**src/serial_channel_defs.vh**
```
/*
 Constants for the serial channel block: register offsets, field
 positions, encodings and timing counts.
 Assumes inclusion by bare name from the design file.
*/
`ifndef SERIAL_CHANNEL_DEFS_VH
`define SERIAL_CHANNEL_DEFS_VH

// Register offsets
`define OFS_MODE 4'h0
`define OFS_COMM 4'h1
`define OFS_DIV 4'h2
`define OFS_OLVL 4'h3
`define OFS_OEN 4'h4
`define OFS_LATCH 4'h5
`define OFS_DIR 4'h6
`define OFS_START 4'h7
`define OFS_STATUS 4'h8
`define OFS_RXDATA 4'h9
`define OFS_TXDATA 4'ha

// Mode register fields
`define B_OPCLK 15
`define B_CLKSRC 14
`define B_STS 8
`define B_SIS 6
`define B_MDH 2
`define B_MDL 1
`define B_IRQSRC 0

// Comm register fields
`define B_TXE 15
`define B_RXE 14
`define B_EOC 10
`define B_PTH 9
`define B_PTL 8
`define B_DIR 7
`define B_SLH 5
`define B_SLL 4
`define B_DLH 1
`define B_DLL 0

// Divider field
`define B_DIVH 15
`define B_DIVL 9

// Port bits
`define B_TXPIN 1
`define B_RXPIN 0

// Encodings
`define MD_CSI 2'h0
`define MD_UART 2'h1
`define MD_IIC 2'h2
`define PT_NONE 2'h0
`define PT_ZERO 2'h1
`define PT_EVEN 2'h2
`define PT_ODD 2'h3
`define DL_9 2'h1
`define DL_7 2'h2
`define DL_8 2'h3
`define SL_NONE 2'h0
`define SL_ONE 2'h1
`define SL_TWO 2'h2

// Reset values
`define RST_MODE 16'h0020
`define RST_COMM 16'h0087
`define RST_DIV 16'h0000
`define RST_OLVL 16'h0001
`define RST_OEN 16'h0000
`define RST_LATCH 8'hff
`define RST_DIR 8'hff

// Frame limit and zero word
`define MAX_BITS 4'hd
`define ZERO16 16'h0000

`endif

```
**src/serial_channel_uart.v**
```verilog
/*
 Receive/transmit channel pair of a serial array unit set up as an
 asynchronous link, with its port pin control.
 Assumes a synchronous register port, inputs already synchronous to
 mclk_in, and a prescaler that supplies two clock enables.
*/
// The address-and-strobe port and the placing of the registers were chosen for this implementation.
`include "serial_channel_defs.vh"
`timescale 1ns/1ps
`default_nettype none

module serial_channel_uart #(
    parameter ADDR_W = 4
) (
    input wire mclk_in,
    input wire rst_n_in,
    input wire [ADDR_W-1:0] addr_in,
    input wire [15:0] wdata_in,
    input wire wr_in,
    input wire rd_in,
    output reg [15:0] rdata_out,
    input wire prescaler_out_zero_in,
    input wire prescaler_out_one_in,
    input wire sck_in,
    input wire rxd_in,
    output reg txd_out,
    output reg txd_oe_out,
    output reg rxd_oe_out,
    output reg rx_done_out,
    output reg tx_irq_out,
    output reg rx_error_irq_out
);
    localparam S_IDLE = 4'h1;
    localparam S_WAIT = 4'h2;
    localparam S_RX = 4'h4;
    localparam S_TX = 4'h8;

    reg [15:0] rx_channel_mode_r;
    reg [15:0] rx_channel_comm_setting_r;
    reg [15:0] rx_channel_data_divider_r;
    reg [15:0] serial_output_level_r;
    reg [15:0] serial_output_enable_r;
    reg [7:0] port_output_latch_r;
    reg [7:0] port_direction_r;
    reg [8:0] tx_data_r;
    reg [8:0] rx_data_r;
    reg [3:0] state_r;
    reg channel_enable_status_r;
    reg [7:0] div_cnt_r;
    reg [12:0] shift_r;
    reg [3:0] bit_cnt_r;
    reg [3:0] frame_len_r;
    reg rx_prev_r;
    reg sck_prev_r;
    reg tx_line_r;
    reg parity_err_r;
    reg framing_err_r;

    wire [1:0] op_mode = {rx_channel_mode_r[`B_MDH], rx_channel_mode_r[`B_MDL]};
    wire [1:0] parity_cfg = {rx_channel_comm_setting_r[`B_PTH],
        rx_channel_comm_setting_r[`B_PTL]};
    wire [1:0] stop_cfg = {rx_channel_comm_setting_r[`B_SLH],
        rx_channel_comm_setting_r[`B_SLL]};
    wire [1:0] data_len = {rx_channel_comm_setting_r[`B_DLH],
        rx_channel_comm_setting_r[`B_DLL]};
    wire tx_enable_bit = rx_channel_comm_setting_r[`B_TXE];
    wire rx_enable_bit = rx_channel_comm_setting_r[`B_RXE];
    wire bit_order_sel = rx_channel_comm_setting_r[`B_DIR];
    wire [6:0] div_field = rx_channel_data_divider_r[`B_DIVH:`B_DIVL];

    wire [3:0] nbits = (data_len == `DL_9) ? 4'h9 :
        (data_len == `DL_7) ? 4'h7 : 4'h8;
    wire par_on = (parity_cfg != `PT_NONE);
    wire [1:0] nstop = (stop_cfg == `SL_TWO) ? 2'h2 :
        (stop_cfg == `SL_ONE) ? 2'h1 : 2'h0;

    wire op_tick = rx_channel_mode_r[`B_OPCLK] ? prescaler_out_one_in : prescaler_out_zero_in;
    // Divide by 2*(n+1); counter runs on op_tick
    wire div_end = op_tick && (div_cnt_r == {div_field, 1'b1});
    wire sck_rise = sck_in && !sck_prev_r;
    wire transfer_clock = rx_channel_mode_r[`B_CLKSRC] ? sck_rise : div_end;
    wire half_tick = op_tick && (div_cnt_r == {1'b0, div_field});

    wire start_edge = rx_channel_mode_r[`B_SIS] ? (rxd_in && !rx_prev_r) :
        (!rxd_in && rx_prev_r);

    // Parity over valid data bits only
    wire [8:0] dmask = (nbits == 4'h9) ? 9'h1ff : (nbits == 4'h8) ? 9'h0ff : 9'h07f;
    wire tx_par = (parity_cfg == `PT_ODD) ? ~^(tx_data_r & dmask) :
        (parity_cfg == `PT_EVEN) ? ^(tx_data_r & dmask) : 1'b0;

    reg [8:0] tx_ordered;
    integer i;
    always @* begin
        tx_ordered = 9'h000;
        for (i = 0; i < 9; i = i + 1) begin
            if (bit_order_sel || i >= nbits)
                tx_ordered[i] = tx_data_r[i];
            else
                tx_ordered[i] = tx_data_r[nbits - 1 - i];
        end
    end

    reg [8:0] rx_ordered;
    reg [8:0] rx_raw;
    reg rx_par_bit;
    reg rx_par_ok;
    integer j;
    always @* begin
        rx_raw = 9'h000;
        rx_ordered = 9'h000;
        for (j = 0; j < 9; j = j + 1) begin
            if (j < nbits)
                rx_raw[j] = shift_r[j];
        end
        for (j = 0; j < 9; j = j + 1) begin
            if (j < nbits)
                rx_ordered[j] = bit_order_sel ? rx_raw[j] : rx_raw[nbits - 1 - j];
        end
        rx_par_bit = shift_r[nbits];
        rx_par_ok = (parity_cfg == `PT_EVEN) ? (^rx_ordered == rx_par_bit) :
            (parity_cfg == `PT_ODD) ? (~^rx_ordered == rx_par_bit) : 1'b1;
    end

    wire uart_mode = (op_mode == `MD_UART);
    wire [3:0] rx_len = nbits + {3'h0, par_on};
    wire [3:0] tx_len = 4'h1 + nbits + {3'h0, par_on} + {2'h0, nstop};
    wire wr_start = wr_in && (addr_in == `OFS_START) && wdata_in[0];
    wire wr_tx = wr_in && (addr_in == `OFS_TXDATA);

    always @(posedge mclk_in) begin
        if (!rst_n_in) begin
            rx_channel_mode_r <= `RST_MODE;
            rx_channel_comm_setting_r <= `RST_COMM;
            rx_channel_data_divider_r <= `RST_DIV;
            serial_output_level_r <= `RST_OLVL;
            serial_output_enable_r <= `RST_OEN;
            port_output_latch_r <= `RST_LATCH;
            port_direction_r <= `RST_DIR;
            tx_data_r <= 9'h000;
            rx_data_r <= 9'h000;
            state_r <= S_IDLE;
            channel_enable_status_r <= 1'b0;
            div_cnt_r <= 8'h00;
            shift_r <= 13'h0000;
            bit_cnt_r <= 4'h0;
            frame_len_r <= 4'h0;
            rx_prev_r <= 1'b1;
            sck_prev_r <= 1'b0;
            tx_line_r <= 1'b1;
            parity_err_r <= 1'b0;
            framing_err_r <= 1'b0;
            rdata_out <= `ZERO16;
            txd_out <= 1'b1;
            txd_oe_out <= 1'b0;
            rxd_oe_out <= 1'b0;
            rx_done_out <= 1'b0;
            tx_irq_out <= 1'b0;
            rx_error_irq_out <= 1'b0;
        end else begin
            rx_prev_r <= rxd_in;
            sck_prev_r <= sck_in;
            rx_done_out <= 1'b0;
            tx_irq_out <= 1'b0;
            rx_error_irq_out <= 1'b0;
            if (wr_in) begin
                case (addr_in)
                    `OFS_MODE: rx_channel_mode_r <= wdata_in;
                    `OFS_COMM: rx_channel_comm_setting_r <= wdata_in;
                    `OFS_DIV: rx_channel_data_divider_r <= wdata_in;
                    `OFS_OLVL: serial_output_level_r <= wdata_in;
                    `OFS_OEN: serial_output_enable_r <= wdata_in;
                    `OFS_LATCH: port_output_latch_r <= wdata_in[7:0];
                    `OFS_DIR: port_direction_r <= wdata_in[7:0];
                    `OFS_TXDATA: tx_data_r <= wdata_in[8:0];
                    default: ;
                endcase
            end
            // Unmapped reads return zero
            rdata_out <= `ZERO16;
            if (rd_in) begin
                case (addr_in)
                    `OFS_MODE: rdata_out <= rx_channel_mode_r;
                    `OFS_COMM: rdata_out <= rx_channel_comm_setting_r;
                    `OFS_DIV: rdata_out <= rx_channel_data_divider_r;
                    `OFS_OLVL: rdata_out <= serial_output_level_r;
                    `OFS_OEN: rdata_out <= serial_output_enable_r;
                    `OFS_LATCH: rdata_out <= {8'h00, port_output_latch_r};
                    `OFS_DIR: rdata_out <= {8'h00, port_direction_r};
                    `OFS_STATUS: rdata_out <= {12'h000, framing_err_r, parity_err_r,
                        state_r == S_WAIT, channel_enable_status_r};
                    `OFS_RXDATA: rdata_out <= {7'h00, rx_data_r};
                    default: rdata_out <= `ZERO16;
                endcase
            end
            // Divider phase restarts with each frame
            if (state_r == S_WAIT)
                div_cnt_r <= 8'h00;
            else if (div_end)
                div_cnt_r <= 8'h00;
            else if (op_tick)
                div_cnt_r <= div_cnt_r + 8'h01;
            case (state_r)
                S_IDLE: begin
                    if (wr_start) begin
                        channel_enable_status_r <= 1'b1;
                        state_r <= S_WAIT;
                    end
                end
                S_WAIT: begin
                    if (uart_mode && rx_enable_bit && rx_channel_mode_r[`B_STS] && start_edge) begin
                        bit_cnt_r <= 4'h0;
                        frame_len_r <= rx_len;
                        shift_r <= 13'h0000;
                        state_r <= S_RX;
                    end else if (tx_enable_bit && !rx_channel_mode_r[`B_STS] && wr_tx) begin
                        shift_r <= {2'h3, 1'b1, 10'h000} | ({4'h0, wdata_in[8:0]} << 1);
                        bit_cnt_r <= 4'h0;
                        frame_len_r <= tx_len;
                        state_r <= S_TX;
                    end
                end
                S_RX: begin
                    // Sampling at mid bit avoids edge jitter
                    if (half_tick) begin
                        bit_cnt_r <= bit_cnt_r + 4'h1;
                        // Slot 0 is the start bit, not stored
                        if (bit_cnt_r != 4'h0 && bit_cnt_r <= frame_len_r)
                            shift_r[bit_cnt_r - 4'h1] <= rxd_in ^ rx_channel_mode_r[`B_SIS];
                        // Last slot is the stop bit
                        if (bit_cnt_r == frame_len_r + 4'h1) begin
                            state_r <= S_WAIT;
                            rx_data_r <= rx_ordered;
                            parity_err_r <= !rx_par_ok;
                            framing_err_r <= (nstop != 2'h0) &&
                                !(rxd_in ^ rx_channel_mode_r[`B_SIS]);
                            rx_done_out <= 1'b1;
                            rx_error_irq_out <= rx_channel_comm_setting_r[`B_EOC] &&
                                (!rx_par_ok || ((nstop != 2'h0) &&
                                !(rxd_in ^ rx_channel_mode_r[`B_SIS])));
                        end
                    end
                end
                S_TX: begin
                    if (bit_cnt_r == 4'h0 && transfer_clock) begin
                        tx_line_r <= 1'b0;
                        // Parity sits right after the last data bit
                        shift_r <= {4'hf, tx_ordered & dmask} | ({12'h000, tx_par} << nbits);
                        bit_cnt_r <= 4'h1;
                        tx_irq_out <= rx_channel_mode_r[`B_IRQSRC];
                    end else if (transfer_clock) begin
                        tx_line_r <= (bit_cnt_r > nbits + {3'h0, par_on}) ? 1'b1 :
                            shift_r[bit_cnt_r - 4'h1];
                        bit_cnt_r <= bit_cnt_r + 4'h1;
                        if (bit_cnt_r == frame_len_r || bit_cnt_r == `MAX_BITS) begin
                            tx_line_r <= 1'b1;
                            state_r <= S_WAIT;
                            tx_irq_out <= !rx_channel_mode_r[`B_IRQSRC];
                        end
                    end
                end
                default: state_r <= S_IDLE;
            endcase
            // Level bit drives output when idle if output enable bit 0 is set; with it clear the port latch bit drives it
            if (serial_output_enable_r[0] && state_r == S_TX)
                txd_out <= tx_line_r;
            else if (serial_output_enable_r[0])
                txd_out <= serial_output_level_r[0];
            else
                txd_out <= port_output_latch_r[`B_TXPIN];
            txd_oe_out <= !port_direction_r[`B_TXPIN];
            rxd_oe_out <= !port_direction_r[`B_RXPIN];
        end
    end
endmodule

`default_nettype wire

```
**config.mk**
```make
export PLATFORM = sky130hd
export DESIGN_NAME = serial_channel_uart
export DESIGN_NICKNAME = d
export VERILOG_FILES = /design/src/serial_channel_uart.v
export VERILOG_INCLUDE_DIRS = /design/src /design/src/src
export SDC_FILE = /design/constraint.sdc
export NUM_CORES = 1
export LEC_CHECK = 0
export CAP_MARGIN = 20
export CELL_PAD_IN_SITES_DETAIL_PLACEMENT = 1
export CELL_PAD_IN_SITES_GLOBAL_PLACEMENT = 1
export CORE_UTILIZATION = 50
export CTS_CLUSTER_SIZE = 12
export DETAILED_ROUTE_END_ITERATION = 6
export DONT_BUFFER_PORTS = 1
export PLACE_DENSITY_LB_ADDON = 0.08
export SLEW_MARGIN = 5
export SYNTH_ARGS = -nofsm -noshare
export SYNTH_HDL_FRONTEND = slang
export SYNTH_SLANG_ARGS = --single-unit
```
**constraint.sdc**
```tcl
create_clock -name mclk_in -period 5.66 [get_ports mclk_in]
set_clock_uncertainty 0.2 [all_clocks]
set_input_delay 1.132 -clock mclk_in [delete_from_list [all_inputs] [get_ports mclk_in]]
set_output_delay 1.132 -clock mclk_in [all_outputs]
set_load 0.03 [all_outputs]
```
==> metrics.txt <==
synthesis-to-layout area growth 6.58%; DRT iter0 DRCs 772; CP Max Fanout 17; Sink Count 175; CTS tree built; post_cts resized 0; Synthesis Warnings 0; Num CTS Buffers 17; setup tns final 0 ns; drt wl/cell 23.2 µm; total gr overflow 0; unrepaired setup endpoints after global routing false; Power Dens Cells 249 nW/µm²; number of synthesized flops with an enable pin 0; Die Y 141 µm; # IOs 50; Mapped Area 9660 µm²; flops & latches, synth 175; LEAKAGE 0.00371 µW; Final #Nets 1232; slew at the pin closest to its max-slew limit 1.17 ns; postcts setup bufs 0; worst vdd ir 221 µV; Worst Setup Start Kind flop; Max Cap Viol 0; crit path kind flop to flop; global-route wire length before repair 51600 µm; core area 18800 µm²; Skew-Pair Late Insertion Delay 0.43 ns; Post-synth ARST share 0; Synth area leader dfxtp_1; Post-CTS Hold Buffers 0; DR pass1 iterations 7; Mapped Cells 1235; final RePlAce weighted congestion 0.950; fraction of layout cells with a size suffix above 1 0.0718; post-synthesis cell type count 78; post-DP HPWL 23000 µm; die width 141 µm; Mean Syn Cell Area 7.83 µm²; top-area cell type share of the netlist area 0.363; sequential area share after synthesis 0.363; max-slew violations 0; num rows 50; Final Hold Fails 0; Mapped Nets 1295; die footprint 19900 µm²; Final Worst Setup Slack 1.29 ns; vias in the first global route 8969; period utilization 0.771; critical path arrival 4.49 ns; fin crit period 4.37 ns; outcome completed; CP required 5.78 ns; count of input and output buffers 0; HP Class flop to flop; all-layer global routing usage 0.341; largest net degree at the start of global routing 67; remaining antenna violation count after routing 0; Final Cell Area 10300 µm²; Max-Slew Margin vs Limit 0.220; CTS HTree Levels 4; Synth Flop Type dfxtp_1; vias 9161; Critical Path End Type flop; final wirelength 33500 µm; clock root cell clkbuf_16; initial core utilization 0.513; Setup-failing EPs final 0; Place WS 1.35 ns; CTS max path bufs 2; DRC errors left 0; vias per cell 6.34; synth top area cells dfxtp_1, nand2_1, a21oi_1, ha_1, mux2i_1; Worst-path clk slew 0.07 ns; antenna violations before repair 0; Layout fillers 2322; maximum clock rate 0.229 GHz; n_diodes 0; Area after DPL 9730 µm²
[area by class of cell]
type                            instances  area (µm²)  area share
Clock buffer                           19         443      0.0430
Sequential cell                       175        3500       0.340
Clock inverter                         12         126      0.0123
Timing Repair Buffer                   12        90.1     0.00875
Inverter                               32         121      0.0118
Multi-Input combinational cell        934        5690       0.552
Tap cell                              260         325      0.0316
[cell usage in the layout (no fill, tap or decap), drive strengths merged, types with 19 or more instances in the layout]
| cell type | netlist | layout |
|---|---|---|
| clkbuf | 79 | 19 |
| o21ai | 28 | 28 |
| nand2 | 269 | 269 |
| mux2i | 38 | 38 |
| xnor2 | 24 | 24 |
| nor2 | 92 | 92 |
| a22oi | 23 | 23 |
| a31oi | 22 | 22 |
| xor2 | 20 | 20 |
| a21oi | 128 | 128 |
| dfxtp | 175 | 175 |
| inv | 32 | 37 |
| nand3 | 45 | 45 |
| ha | 31 | 31 |
[worst max-delay path: stages (launching register included)]
cell,delay (ns)
dfxtp_1,0.34
inv_1,0.11
ha_1,0.60
inv_1,0.27
ha_1,0.45
and2_1,0.29
o311ai_0,0.44
a2111oi_0,0.25
a2111oi_2,0.47
xnor2_1,0.18
xnor2_1,0.20
xnor2_1,0.14
nand2_1,0.09
o31ai_1,0.22
[cells in the mapped netlist, types with 9 or more instances]
cell / n
xor2_1: 20
nor2b_1: 10
dfxtp_1: 175
nor2_1: 92
nand3_1: 44
ha_1: 31
nand2_1: 269
mux2i_1: 38
a21oi_1: 126
a221oi_1: 9
and3_1: 9
inv_1: 31
nand3b_1: 10
xnor2_1: 24
a31oi_1: 22
o21ai_0: 27
mux4_2: 9
nand2b_1: 9
a22oi_1: 23
nor3_1: 16
clkbuf_1: 79
mux2_2: 10
[where the power goes]
group          switching (µW)  internal, µW
Clock                     538           629
Combinational            92.1          49.3
Sequential               15.9          1250
Total                     646          1920
[stage by stage]
stage                      util  std cells  total power, µW  hold slack (ns)
after CTS                 0.547       1444             2570            0.257
after global routing      0.547       1444             2640            0.272
after global placement    0.517       1413             1430            0.242
final                     0.547       1444             2570            0.260
after floorplan               -       1235             1400            0.208
after detailed placement  0.517       1413             1430            0.247
[kinds of logic (layout without fill, tap and decap cells)]
group / after synthesis / in the layout / synth area share
AOI/OAI and AO/OA: 292 / 292 / 0.194
and+or+nand+nor: 508 / 508 / 0.236
adders and majority gates: 32 / 32 / 0.0422
xor gates and xnor gates: 45 / 45 / 0.0422
buffers and inverters: 126 / 75 / 0.0510
muxes: 57 / 57 / 0.0720
DFF: 175 / 175 / 0.363
[worst paths after layout]
path,startpoint,end,slack [ns],cells past startpoint
max,rx_channel_comm_setting_r[0],parity_err_r,1.29,13
min,rx_channel_mode_r[7],rx_channel_mode_r[7],0.26,2
max reg2reg,rx_channel_comm_setting_r[0],parity_err_r,1.29,13
min reg2reg,rx_channel_mode_r[7],rx_channel_mode_r[7],0.26,2
[layer usage]
layer  track usage  share of wire  up-vias
met3        0.0649          0.065       49
li1              -              -     4206
met1         0.458           0.45     4568
met2         0.566           0.47      338
met5             0              0        -
met4        0.0795          0.017        0
[registers in the layout, summed over array words and instances (netlist names), 9 cells and up]
register,flops
tx_data_r,9
rdata_out,16
rx_channel_data_divider_r,16
rx_channel_comm_setting_r,16
rx_data_r,9
rx_channel_mode_r,16
serial_output_enable_r,16
serial_output_level_r,16
shift_r,13
Note: power is estimated with default switching activity, not from simulation.
